--- src/rtl/wait_mode_defs.svh ---
// Operation
// - setting wait request bit in oscillator control register enters wait mode
// - wait-for-event with low-power select set also enters wait mode
// - any enabled one of 16 wake inputs at programmed level, or an enabled alarm, starts up
// - each wake input polarity individually set by polarity register
// - startup detection is clockless, combining sources into one signal
// - fast rc oscillator restarts automatically when startup signal asserts
// - flash select: 0 standby, 1 deep power-down, 2 active without reads
// - flash select writable anytime, latched at start of next wait period
`ifndef WAIT_MODE_DEFS_SVH
`define WAIT_MODE_DEFS_SVH
`define OFS_MAIN_OSC_CTRL 12'h000
`define OFS_MCLK_CFG 12'h004
`define OFS_FSTART_MODE 12'h008
`define OFS_FSTART_POL 12'h00c
`define OFS_PWR_STATUS 12'h010
`define OFS_IRQ_EN 12'h014
`define OFS_IRQ_CLR 12'h018
`define OFS_IRQ_STAT 12'h01c
`define BIT_WAIT_REQ 2
`define BIT_FSM_TMR 16
`define BIT_FSM_RTC 17
`define BIT_FSM_USB 18
`define BIT_LP_EVT 20
`define FLASH_SEL_LSB 21
`define BIT_MCLK_RDY 3
`define CLK_SRC_FAST_RC 2'h1
`define MCLK_CFG_RST 32'h0000_0001
`define FLASH_STATE_RST 2'h2
`define RESUME_TIME_NS 100
`define RESUME_CYCLES ((`RESUME_TIME_NS + 9) / 10)
`endif

--- src/rtl/wait_mode_pkg.sv ---
package wait_mode_pkg;
    typedef enum logic [1:0] {
        FLASH_STANDBY = 2'h0,
        FLASH_DEEP_PD = 2'h1,
        FLASH_IDLE_ACTIVE = 2'h2
    } flash_lp_t;
    typedef enum {ST_RUN, ST_WAIT, ST_RESUME} pwr_state_t;
endpackage
--- src/rtl/wait_mode_fast_startup.sv ---
// Register access over AXI4-Lite and the register addresses are this design's own decisions.
`timescale 1ns/100ps
`include "wait_mode_defs.svh"
module wait_mode_fast_startup (
    input wire logic aclk,
    input wire logic aresetn,
    input wire logic [11:0] s_axi_awaddr,
    input wire logic s_axi_awvalid,
    output logic s_axi_awready,
    input wire logic [31:0] s_axi_wdata,
    input wire logic [3:0] s_axi_wstrb,
    input wire logic s_axi_wvalid,
    output logic s_axi_wready,
    output logic [1:0] s_axi_bresp,
    output logic s_axi_bvalid,
    input wire logic s_axi_bready,
    input wire logic [11:0] s_axi_araddr,
    input wire logic s_axi_arvalid,
    output logic s_axi_arready,
    output logic [31:0] s_axi_rdata,
    output logic [1:0] s_axi_rresp,
    output logic s_axi_rvalid,
    input wire logic s_axi_rready,
    input wire logic wait_for_event_instruction,
    input wire logic [15:0] wake_input,
    input wire logic rtc_alarm,
    input wire logic real_time_timer_alarm,
    input wire logic usb_alarm,
    output logic fast_startup,
    output logic fast_rc_enable,
    output logic master_clock_enable,
    output logic wait_mode_active,
    output logic [1:0] flash_power_state,
    output logic irq
);
    logic [31:0] osc_ctrl_r, osc_ctrl_nxt;
    logic [31:0] mclk_cfg_r, mclk_cfg_nxt;
    logic [31:0] fs_mode_r, fs_mode_nxt;
    logic [15:0] fs_pol_r, fs_pol_nxt;
    logic [1:0] irq_en_r, irq_en_nxt;
    logic [1:0] irq_st_r, irq_st_nxt;
    logic rdy_r, rdy_nxt;
    logic [1:0] flash_r, flash_nxt;
    logic [3:0] cnt_r, cnt_nxt;
    wait_mode_pkg::pwr_state_t st_r, st_nxt;
    logic aw_got_r, aw_got_nxt, w_got_r, w_got_nxt;
    logic [11:0] awaddr_r, awaddr_nxt;
    logic [31:0] wdata_r, wdata_nxt;
    logic [3:0] wstrb_r, wstrb_nxt;
    logic bvalid_r, bvalid_nxt, rvalid_r, rvalid_nxt;
    logic [1:0] bresp_r, bresp_nxt, rresp_r, rresp_nxt;
    logic [31:0] rdata_r, rdata_nxt;
    logic [15:0] wake_hit;
    logic do_write, enter_wait, startup_evt;
    logic [31:0] wr_merged;

    // per-input level compare, no clock involved
    genvar gi;
    generate
        for (gi = 0; gi < 16; gi++) begin : g_wake
            assign wake_hit[gi] = fs_mode_r[gi] & ~(wake_input[gi] ^ fs_pol_r[gi]);
        end
    endgenerate

    assign fast_startup = (|wake_hit)
        | (rtc_alarm & fs_mode_r[`BIT_FSM_RTC])
        | (real_time_timer_alarm & fs_mode_r[`BIT_FSM_TMR])
        | (usb_alarm & fs_mode_r[`BIT_FSM_USB]);
    assign fast_rc_enable = (st_r != wait_mode_pkg::ST_WAIT) | fast_startup;
    assign master_clock_enable = (st_r == wait_mode_pkg::ST_RUN);
    assign wait_mode_active = (st_r == wait_mode_pkg::ST_WAIT);
    assign flash_power_state = flash_r;
    assign irq = |(irq_st_r & irq_en_r);

    assign s_axi_awready = ~aw_got_r & ~bvalid_r;
    assign s_axi_wready = ~w_got_r & ~bvalid_r;
    assign s_axi_arready = ~rvalid_r;
    assign s_axi_bvalid = bvalid_r;
    assign s_axi_bresp = bresp_r;
    assign s_axi_rvalid = rvalid_r;
    assign s_axi_rresp = rresp_r;
    assign s_axi_rdata = rdata_r;

    always_comb begin
        logic [11:0] a;
        logic [31:0] d;
        logic [3:0] s;
        a = aw_got_r ? awaddr_r : s_axi_awaddr;
        d = w_got_r ? wdata_r : s_axi_wdata;
        s = w_got_r ? wstrb_r : s_axi_wstrb;
        aw_got_nxt = aw_got_r | (s_axi_awvalid & s_axi_awready);
        w_got_nxt = w_got_r | (s_axi_wvalid & s_axi_wready);
        awaddr_nxt = (s_axi_awvalid & s_axi_awready) ? s_axi_awaddr : awaddr_r;
        wdata_nxt = (s_axi_wvalid & s_axi_wready) ? s_axi_wdata : wdata_r;
        wstrb_nxt = (s_axi_wvalid & s_axi_wready) ? s_axi_wstrb : wstrb_r;
        do_write = aw_got_nxt & w_got_nxt & ~bvalid_r;
        bvalid_nxt = bvalid_r;
        bresp_nxt = bresp_r;
        osc_ctrl_nxt = osc_ctrl_r;
        mclk_cfg_nxt = mclk_cfg_r;
        fs_mode_nxt = fs_mode_r;
        fs_pol_nxt = fs_pol_r;
        irq_en_nxt = irq_en_r;
        irq_st_nxt = irq_st_r;
        wr_merged = 32'h0000_0000;
        if (bvalid_r & s_axi_bready) begin
            bvalid_nxt = 1'b0;
        end
        if (do_write) begin
            aw_got_nxt = 1'b0;
            w_got_nxt = 1'b0;
            bvalid_nxt = 1'b1;
            bresp_nxt = 2'h0;
            for (int i = 0; i < 4; i++) begin
                wr_merged[8*i +: 8] = s[i] ? d[8*i +: 8] : 8'h00;
            end
            unique case (a)
                `OFS_MAIN_OSC_CTRL: osc_ctrl_nxt = wr_merged;
                `OFS_MCLK_CFG: mclk_cfg_nxt = wr_merged;
                `OFS_FSTART_MODE: fs_mode_nxt = wr_merged;
                `OFS_FSTART_POL: fs_pol_nxt = wr_merged[15:0];
                `OFS_IRQ_EN: irq_en_nxt = wr_merged[1:0];
                `OFS_IRQ_CLR: irq_st_nxt = irq_st_r & ~wr_merged[1:0];
                `OFS_PWR_STATUS, `OFS_IRQ_STAT: bresp_nxt = 2'h0;
                default: bresp_nxt = 2'h2;
            endcase
        end
        // wait request bit self clears on entry
        if (enter_wait) begin
            osc_ctrl_nxt[`BIT_WAIT_REQ] = 1'b0;
        end
        // set beats clear: wait entry, wake
        if (enter_wait) begin
            irq_st_nxt[0] = 1'b1;
        end
        if (startup_evt) begin
            irq_st_nxt[1] = 1'b1;
        end
    end

    always_comb begin
        rvalid_nxt = rvalid_r;
        rdata_nxt = rdata_r;
        rresp_nxt = rresp_r;
        if (rvalid_r & s_axi_rready) begin
            rvalid_nxt = 1'b0;
        end
        if (s_axi_arvalid & s_axi_arready) begin
            rvalid_nxt = 1'b1;
            rresp_nxt = 2'h0;
            unique case (s_axi_araddr)
                `OFS_MAIN_OSC_CTRL: rdata_nxt = osc_ctrl_r;
                `OFS_MCLK_CFG: rdata_nxt = mclk_cfg_r;
                `OFS_FSTART_MODE: rdata_nxt = fs_mode_r;
                `OFS_FSTART_POL: rdata_nxt = {16'h0000, fs_pol_r};
                `OFS_PWR_STATUS: rdata_nxt = {28'h0000000, rdy_r, 3'h0};
                `OFS_IRQ_EN: rdata_nxt = {30'h00000000, irq_en_r};
                `OFS_IRQ_CLR: rdata_nxt = 32'h0000_0000;
                `OFS_IRQ_STAT: rdata_nxt = {30'h00000000, irq_st_r};
                default: begin
                    rdata_nxt = 32'h0000_0000;
                    rresp_nxt = 2'h2;
                end
            endcase
        end
    end

    assign enter_wait = (st_r == wait_mode_pkg::ST_RUN)
        & (osc_ctrl_r[`BIT_WAIT_REQ]
           | (wait_for_event_instruction & fs_mode_r[`BIT_LP_EVT]));
    assign startup_evt = (st_r == wait_mode_pkg::ST_WAIT) & fast_startup;

    always_comb begin
        st_nxt = st_r;
        rdy_nxt = rdy_r;
        flash_nxt = flash_r;
        cnt_nxt = cnt_r;
        unique case (st_r)
            wait_mode_pkg::ST_RUN: begin
                if (enter_wait) begin
                    st_nxt = wait_mode_pkg::ST_WAIT;
                    rdy_nxt = 1'b0;
                    flash_nxt = fs_mode_r[`FLASH_SEL_LSB +: 2];
                end
            end
            wait_mode_pkg::ST_WAIT: begin
                if (fast_startup) begin
                    st_nxt = wait_mode_pkg::ST_RESUME;
                    cnt_nxt = 4'(`RESUME_CYCLES);
                end
            end
            wait_mode_pkg::ST_RESUME: begin
                if (cnt_r == 4'h1) begin
                    st_nxt = wait_mode_pkg::ST_RUN;
                    rdy_nxt = 1'b1;
                    flash_nxt = wait_mode_pkg::FLASH_IDLE_ACTIVE;
                end
                cnt_nxt = cnt_r - 4'h1;
            end
        endcase
    end

    always_ff @(posedge aclk) begin
        if (!aresetn) begin
            osc_ctrl_r <= 32'h0000_0000;
            mclk_cfg_r <= `MCLK_CFG_RST;
            fs_mode_r <= 32'h0000_0000;
            fs_pol_r <= 16'h0000;
            irq_en_r <= 2'h0;
            irq_st_r <= 2'h0;
            rdy_r <= 1'b1;
            flash_r <= `FLASH_STATE_RST;
            cnt_r <= 4'h0;
            st_r <= wait_mode_pkg::ST_RUN;
            aw_got_r <= 1'b0;
            w_got_r <= 1'b0;
            awaddr_r <= 12'h000;
            wdata_r <= 32'h0000_0000;
            wstrb_r <= 4'h0;
            bvalid_r <= 1'b0;
            bresp_r <= 2'h0;
            rvalid_r <= 1'b0;
            rresp_r <= 2'h0;
            rdata_r <= 32'h0000_0000;
        end else begin
            osc_ctrl_r <= osc_ctrl_nxt;
            mclk_cfg_r <= mclk_cfg_nxt;
            fs_mode_r <= fs_mode_nxt;
            fs_pol_r <= fs_pol_nxt;
            irq_en_r <= irq_en_nxt;
            irq_st_r <= irq_st_nxt;
            rdy_r <= rdy_nxt;
            flash_r <= flash_nxt;
            cnt_r <= cnt_nxt;
            st_r <= st_nxt;
            aw_got_r <= aw_got_nxt;
            w_got_r <= w_got_nxt;
            awaddr_r <= awaddr_nxt;
            wdata_r <= wdata_nxt;
            wstrb_r <= wstrb_nxt;
            bvalid_r <= bvalid_nxt;
            bresp_r <= bresp_nxt;
            rvalid_r <= rvalid_nxt;
            rresp_r <= rresp_nxt;
            rdata_r <= rdata_nxt;
        end
    end

    property p_wait_entry;
        @(posedge aclk) disable iff (!aresetn)
        enter_wait |=> wait_mode_active && !rdy_r;
    endproperty
    a_wait_entry: assert property (p_wait_entry) else $error("no wait entry");
    property p_evt_entry;
        @(posedge aclk) disable iff (!aresetn)
        (st_r == wait_mode_pkg::ST_RUN) && wait_for_event_instruction
            && fs_mode_r[`BIT_LP_EVT] |=> wait_mode_active;
    endproperty
    a_evt_entry: assert property (p_evt_entry) else $error("event wait not entered");
    property p_startup_leave;
        @(posedge aclk) disable iff (!aresetn)
        startup_evt |-> ##[10:12] (rdy_r && master_clock_enable);
    endproperty
    a_startup_leave: assert property (p_startup_leave) else $error("no resume");
    property p_rc_restart;
        @(posedge aclk) disable iff (!aresetn)
        fast_startup |-> fast_rc_enable;
    endproperty
    a_rc_restart: assert property (p_rc_restart) else $error("rc not restarted");
    property p_flash_latch;
        @(posedge aclk) disable iff (!aresetn)
        enter_wait |=> flash_power_state == $past(fs_mode_r[`FLASH_SEL_LSB +: 2]);
    endproperty
    a_flash_latch: assert property (p_flash_latch) else $error("flash not latched");
    property p_flash_hold;
        @(posedge aclk) disable iff (!aresetn)
        wait_mode_active && $past(wait_mode_active) |-> $stable(flash_power_state);
    endproperty
    a_flash_hold: assert property (p_flash_hold) else $error("flash changed in wait");
    property p_wake_pol;
        @(posedge aclk) disable iff (!aresetn)
        (fs_mode_r[0] && (wake_input[0] == fs_pol_r[0])) |-> fast_startup;
    endproperty
    a_wake_pol: assert property (p_wake_pol) else $error("wake0 missed");
    property p_no_false_start;
        @(posedge aclk) disable iff (!aresetn)
        (fs_mode_r[18:0] == 19'h00000) |-> !fast_startup;
    endproperty
    a_no_false_start: assert property (p_no_false_start) else $error("spurious");
    property p_alarm;
        @(posedge aclk) disable iff (!aresetn)
        rtc_alarm && fs_mode_r[`BIT_FSM_RTC] |-> fast_startup;
    endproperty
    a_alarm: assert property (p_alarm) else $error("alarm missed");
    // wait and ready invariants
    // request must not linger, or run would drop straight back into wait
    property p_req_clear;
        @(posedge aclk) disable iff (!aresetn)
        enter_wait |=> !osc_ctrl_r[`BIT_WAIT_REQ];
    endproperty
    a_req_clear: assert property (p_req_clear) else $error("wait request kept");
    property p_wait_hold;
        @(posedge aclk) disable iff (!aresetn)
        wait_mode_active && !fast_startup |=> wait_mode_active;
    endproperty
    a_wait_hold: assert property (p_wait_hold) else $error("left wait unasked");
    property p_rdy_low_wait;
        @(posedge aclk) disable iff (!aresetn)
        wait_mode_active |-> !rdy_r;
    endproperty
    a_rdy_low_wait: assert property (p_rdy_low_wait) else $error("ready in wait");
    property p_resume_state;
        @(posedge aclk) disable iff (!aresetn)
        startup_evt |=> !wait_mode_active && !master_clock_enable;
    endproperty
    a_resume_state: assert property (p_resume_state) else $error("no resume");
    // ready only ever comes back together with the clock
    property p_rdy_rise;
        @(posedge aclk) disable iff (!aresetn)
        $rose(rdy_r) |-> master_clock_enable;
    endproperty
    a_rdy_rise: assert property (p_rdy_rise) else $error("ready before clock");
    // flash back to active whenever the clock runs
    property p_flash_run;
        @(posedge aclk) disable iff (!aresetn)
        master_clock_enable |-> flash_power_state == 2'h2;
    endproperty
    a_flash_run: assert property (p_flash_run) else $error("flash low in run");
    property p_rc_off;
        @(posedge aclk) disable iff (!aresetn)
        wait_mode_active && !fast_startup |-> !fast_rc_enable;
    endproperty
    a_rc_off: assert property (p_rc_off) else $error("rc on in quiet wait");
    c_wait: cover property (@(posedge aclk) disable iff (!aresetn) enter_wait);
    c_wake: cover property (@(posedge aclk) disable iff (!aresetn) startup_evt);
    c_deep: cover property (@(posedge aclk) disable iff (!aresetn)
        wait_mode_active && flash_power_state == 2'h1);
endmodule

--- config.mk ---
export PLATFORM = sky130hd
export DESIGN_NAME = wait_mode_fast_startup
export DESIGN_NICKNAME = d
export VERILOG_FILES = /design/src/rtl/wait_mode_pkg.sv /design/src/rtl/wait_mode_fast_startup.sv
export VERILOG_INCLUDE_DIRS = /design/src /design/src/rtl
export SDC_FILE = /design/constraint.sdc
export NUM_CORES = 1
export LEC_CHECK = 0
export ABC_CLOCK_PERIOD_IN_PS = 2650
export BUFFER_PORTS_ARGS = -buffer_cell sky130_fd_sc_hd__buf_2
export CORE_MARGIN = 2
export CORE_UTILIZATION = 30
export DETAILED_ROUTE_END_ITERATION = 10
export GPL_TIMING_DRIVEN = 0
export PLACE_DENSITY = 0.56
export SKIP_CTS_REPAIR_TIMING = 1
export SLEW_MARGIN = 40
export SYNTH_ARGS = -nofsm -noshare
export SYNTH_HDL_FRONTEND = slang
export SYNTH_SLANG_ARGS = --single-unit
export TNS_END_PERCENT = 20
--- constraint.sdc ---
create_clock -name aclk -period 2.65 [get_ports aclk]
set_input_delay 0.3975 -clock aclk [delete_from_list [all_inputs] [get_ports aclk]]
set_output_delay 0.3975 -clock aclk [all_outputs]
set_load 0.005 [all_outputs]
; After elaboration in Yosys (flattened, before gate mapping)
; Cells that the tools add are included.
[totals]
register_bits = 243
out_inout_bits = 48
[classes]
n_eq_ne = 22
n_addsub = 1
n_reduce_logical = 28
muxes = 30
bitwise = 78
[ops]
columns = op, count
row1 = one-hot mux 32 bit (7 select lines), 1
row2 = two-way mux 32 bit, 4
row3 = "== test 12 x 5 -> 1 bit, second input constant", 8
row4 = one-hot mux 32 bit (3 select lines), 1
row5 = "== test 32 x 2 -> 1 bit, second input constant", 2
row6 = zero test 32 bit, 2
row7 = "== test 12 x 4 -> 1 bit, second input constant", 4
row8 = "== test 32 x 1 -> 1 bit, second input constant", 1
row9 = two-way mux 8 bit, 4
row10 = "!= test 32 x 2 -> 1 bit, second input constant", 1
row11 = AND 1 bit, 31
row12 = "== test 12 x 3 -> 1 bit, second input constant", 2
row13 = zero test 12 bit, 2
row14 = NOT 1 bit, 21
row15 = AND reduction 2 bit, 8
row16 = nonzero test 2 bit, 8
row17 = OR reduction 16 bit, 1
row18 = OR reduction 8 bit, 2
row19 = XOR 1 bit, 16
row20 = two-way mux 12 bit, 1
row21 = two-way mux 2 bit, 6
row22 = two-way mux 1 bit, 8
row23 = two-way mux 4 bit, 2
row24 = one-hot mux 4 bit (2 select lines), 1
row25 = other kinds (10), 22

; Longest topological paths before layout
[depth]
word_depth = 10
ltp_mapped = 8
mapped_depth_nobuf = 6

; Worst setup path after synthesis
; Ideal clock, no wire load.
[synth_path]
path_type = input to register
start = input s_axi_awaddr[9]
end = register osc_ctrl_r[10]
arrival_ns = 2.033
setup_slack_ns = 0.474
stages = 6
required_ns = 2.507
path_cell_list = or4_1 nor2_1 o2111ai_2 nor3_4 buf_2 a211oi_2
[synth_between]
elab_chain_len = 3
[synth_lines]
columns = item, line_no
row1 = from (decl), wait_mode_fast_startup.sv:7  ; input wire logic [11:0] s_axi_awaddr,
row2 = two-way mux 12 bit, wait_mode_fast_startup.sv:88  ; a = aw_got_r ? awaddr_r : s_axi_awaddr;
row3 = zero test 12 bit, wait_mode_fast_startup.sv:117  ; unique case (a)
row4 = AND reduction 2 bit (no line), --
row5 = to (signal assigned), wait_mode_fast_startup.sv:226  ; osc_ctrl_r <= osc_ctrl_nxt;
row6 = to (decl), wait_mode_fast_startup.sv:36  ; logic [31:0] osc_ctrl_r, osc_ctrl_nxt;
; Every way passes these cells.
; A chain may end at the register's enable or synchronous reset.

; Worst setup path in the final report
[layout_path]
start = register fs_mode_r[18]
end = output fast_startup
[layout_between]
elab_chain_len = 2
[layout_lines]
columns = item, line_no
row1 = from (decl), wait_mode_fast_startup.sv:38  ; logic [31:0] fs_mode_r, fs_mode_nxt;
row2 = from (signal assigned), wait_mode_fast_startup.sv:228  ; fs_mode_r <= fs_mode_nxt;
row3 = AND 1 bit, wait_mode_fast_startup.sv:68  ; | (usb_alarm & fs_mode_r[`BIT_FSM_USB]);
row4 = OR 1 bit, wait_mode_fast_startup.sv:65  ; assign fast_startup = (|wake_hit)
row5 = to (decl), wait_mode_fast_startup.sv:29  ; output logic fast_startup,
; Every way passes these cells.

==> impl_metrics.yaml <==
floorplanning:
  rows: 62
  core_um2: 28800
  die-area_um2: 30700
  start_util_pct: 30.6
  die_h_um: 175
  io_pins: 135
  die_x_um: 175
cells_and_area:
  drive_gt1_share_pct: 18.6
  fin_util_pct: 37.9
  stdcell_area_um2: 10900
  nets: 1304
  finalNonFillerCells: 1612
  antenna_cells: 0
  area_delta_synth_final_pct: 24.0
clocking:
  clock_sinks: 211
  cts_made_buffers: 24
  clkSlewWorstSetupHoldPaths_ps: 60
  htreeDepth: 1
  tritoncts: "done"
  clkLatencyLatePin_ps: 520
  clockBufferDepth: 3
  clockRootBuffer: "clkbuf_16"
sta:
  period_share_pct: 96.0
  slew_viol_final: 0
  finalSetupTns_ps: 0
  worst_pin_slew_ps: 871
  setup-violations-final: 0
  clock.fmax_mhz: 393
  finalCriticalPeriod_ps: 2540
  hold_violations: 0
  clock_skew_ps: 22.5
  maxSlewHeadroom_pct: 42.0
setup_path:
  setup.worst_path.start: "fs_mode_r[18]$_SDFFE_PN0P_"
  crit_type: "flip-flop to primary output"
  worstPathRequired_ps: 2250
  arrival_ps: 2150
  rr_startpoint: "aw_got_r$_SDFF_PP0_"
  cp_max_fo: 5
  setup.worst_path.end_class: "primary output"
  cp-start-kind: "flip-flop"
global_route:
  antenna_found_initial: 3
  grt_overflow: 0
  grt_pass1_wl_um: 45300
  grt_start_max_net_pins: 14
  track_usage_pct: 18.6
  grt_pass1_vias: 7878
synthesis:
  synth_seq_cells: 211
  synth_edf_count: 0
  synth.distinct_cells: 50
  synth_top_flop_cell: "dfxtp_1"
  netlist_instances: 1051
  avgSynthCellArea_um2: 8.38
  ys_seq_area_share_pct: 48.0
  async_flop_share_pct: 0
  syn_area_um2: 8810
  synth-warning-count: 0
pwr:
  vdd_drop_max_v: 0.000445
  p_leak_nw: 3.93
  finalPower_mw: 7.49
  p_per_area_nw_per_um2: 686
placement:
  dpl_cell_area_um2: 9930
  gp_congestion: 0.810
  hpwl_um: 21400
  portBuffers: 126
  dpl.cell_count: 1562
hold_path:
  hp-start: "s_axi_rready"
  hold_class: "primary input to flip-flop"
drt:
  first_pass_iters: 8
  wirelength_um: 29200
  via_per_inst: 5.16
  remaining_drc_errors: 0
  vias: 8321
  ant_nets: 0
  drt_iter0_drc: 860
  wl_per_cell_um: 18.1
flow_run:
  drv_cap: 0
run_status:
  outcome: "complete, no violations"
## state kept, by name, summed over array words and instances (netlist names), 4 cells and up
| name | flops |
|---|---|
| fs_pol_r | 16 |
| osc_ctrl_r | 32 |
| cnt_r | 4 |
| awaddr_r | 12 |
| wdata_r | 32 |
| s_axi_rdata | 32 |
| wstrb_r | 4 |
| fs_mode_r | 32 |
| mclk_cfg_r | 32 |
## cell families (layout without fill, tap and decap cells)
kind of cell | Yosys count | after routing | share of synthesized area [%]
mux | 22 | 22 | 2.56
compound gates | 306 | 306 | 24.7
other cells | 1 | 2 | 0.0426
simple gates | 390 | 390 | 17.8
xor+xnor | 16 | 16 | 1.59
flops | 211 | 211 | 48.0
buf+inv | 100 | 276 | 4.66
fa+ha+maj | 5 | 5 | 0.710
## layout make-up
class	count	area, µm²
multi-input cells	741	4240
flip-flops and latches	211	4220
inverters	13	48.8
plain buffers	87	370
well taps	384	480
clock buffers	35	743
fillers	2962	17900
repair buffers	134	703
clock inverters	7	110
## per-layer routing
layer	wire length [µm]	global-route usage [%]	up-vias
met5	38	0	-
met4	373	3.65	6
met3	1970	3.57	36
met2	13300	29.8	245
met1	13500	26.0	3968
li1	-	-	4066
## critical path, stage by stage (launching register included)
cell,delay (ps)
dfxtp_1,340
a222oi_1,450
nand4_1,150
buf_4,200
nor3_4,290
inv_1,70
buf_2,130
## worst paths after layout
kind | to | slack (ps) | cells after the start
max | fast_startup | 110 | 6
min | s_axi_rvalid$_SDFFE_PN0P_ | 90 | 2
max reg2reg | mclk_cfg_r[26]$_SDFFE_PN0P_ | 220 | 7
min reg2reg | s_axi_rdata[6]$_SDFFE_PN0P_ | 450 | 2
## power by group
group	switching, mW	leakage, nW	internal, mW
sequential	0.0406	1.71	3.25
combinational	0.439	1.80	0.209
clock	1.33	0.426	2.22
total	1.81	3.93	5.68
## layout by cell type, fill, tap and decap left out, types with 14 or more instances in the layout
master,n
a211oi_1,100
a211oi_2,14
a21oi_1,56
a221oi_1,16
a222oi_1,17
a31oi_1,33
buf_2,139
clkbuf_1,58
clkbuf_16,25
dfxtp_1,211
mux2i_1,18
nand2_1,173
nor2_1,180
o21ai_0,41
xnor2_1,16
## cells in the mapped netlist (all sizes together) (3+ instances only)
cell type | instances | area [µm²]
mux2 | 4 | 45.0
nand2b | 3 | 18.8
or4 | 3 | 22.5
a22oi | 9 | 67.6
o21ai | 41 | 205
dfxtp | 211 | 4220
nand2 | 173 | 649
buf | 24 | 125
inv | 13 | 48.8
nor2 | 183 | 694
a21oi | 56 | 280
mux2i | 18 | 180
xnor2 | 16 | 140
nor3 | 10 | 66.3
or3 | 3 | 18.8
clkbuf | 63 | 236
a222oi | 17 | 170
a22o | 4 | 35.0
nor4 | 4 | 25.0
a211oi | 114 | 926
ha | 5 | 62.6
a31oi | 34 | 213
a221oi | 16 | 140
## through the flow
step / setup slack [ps] / hold WS (ps)
after floorplan: 474 / 426
after global placement: -251 / 432
after detailed placement: -304 / 436
after CTS: -336 / 65.8
after global routing: -18.4 / 79.4
final: 106 / 90.4
(Power assumes the default switching activity.)
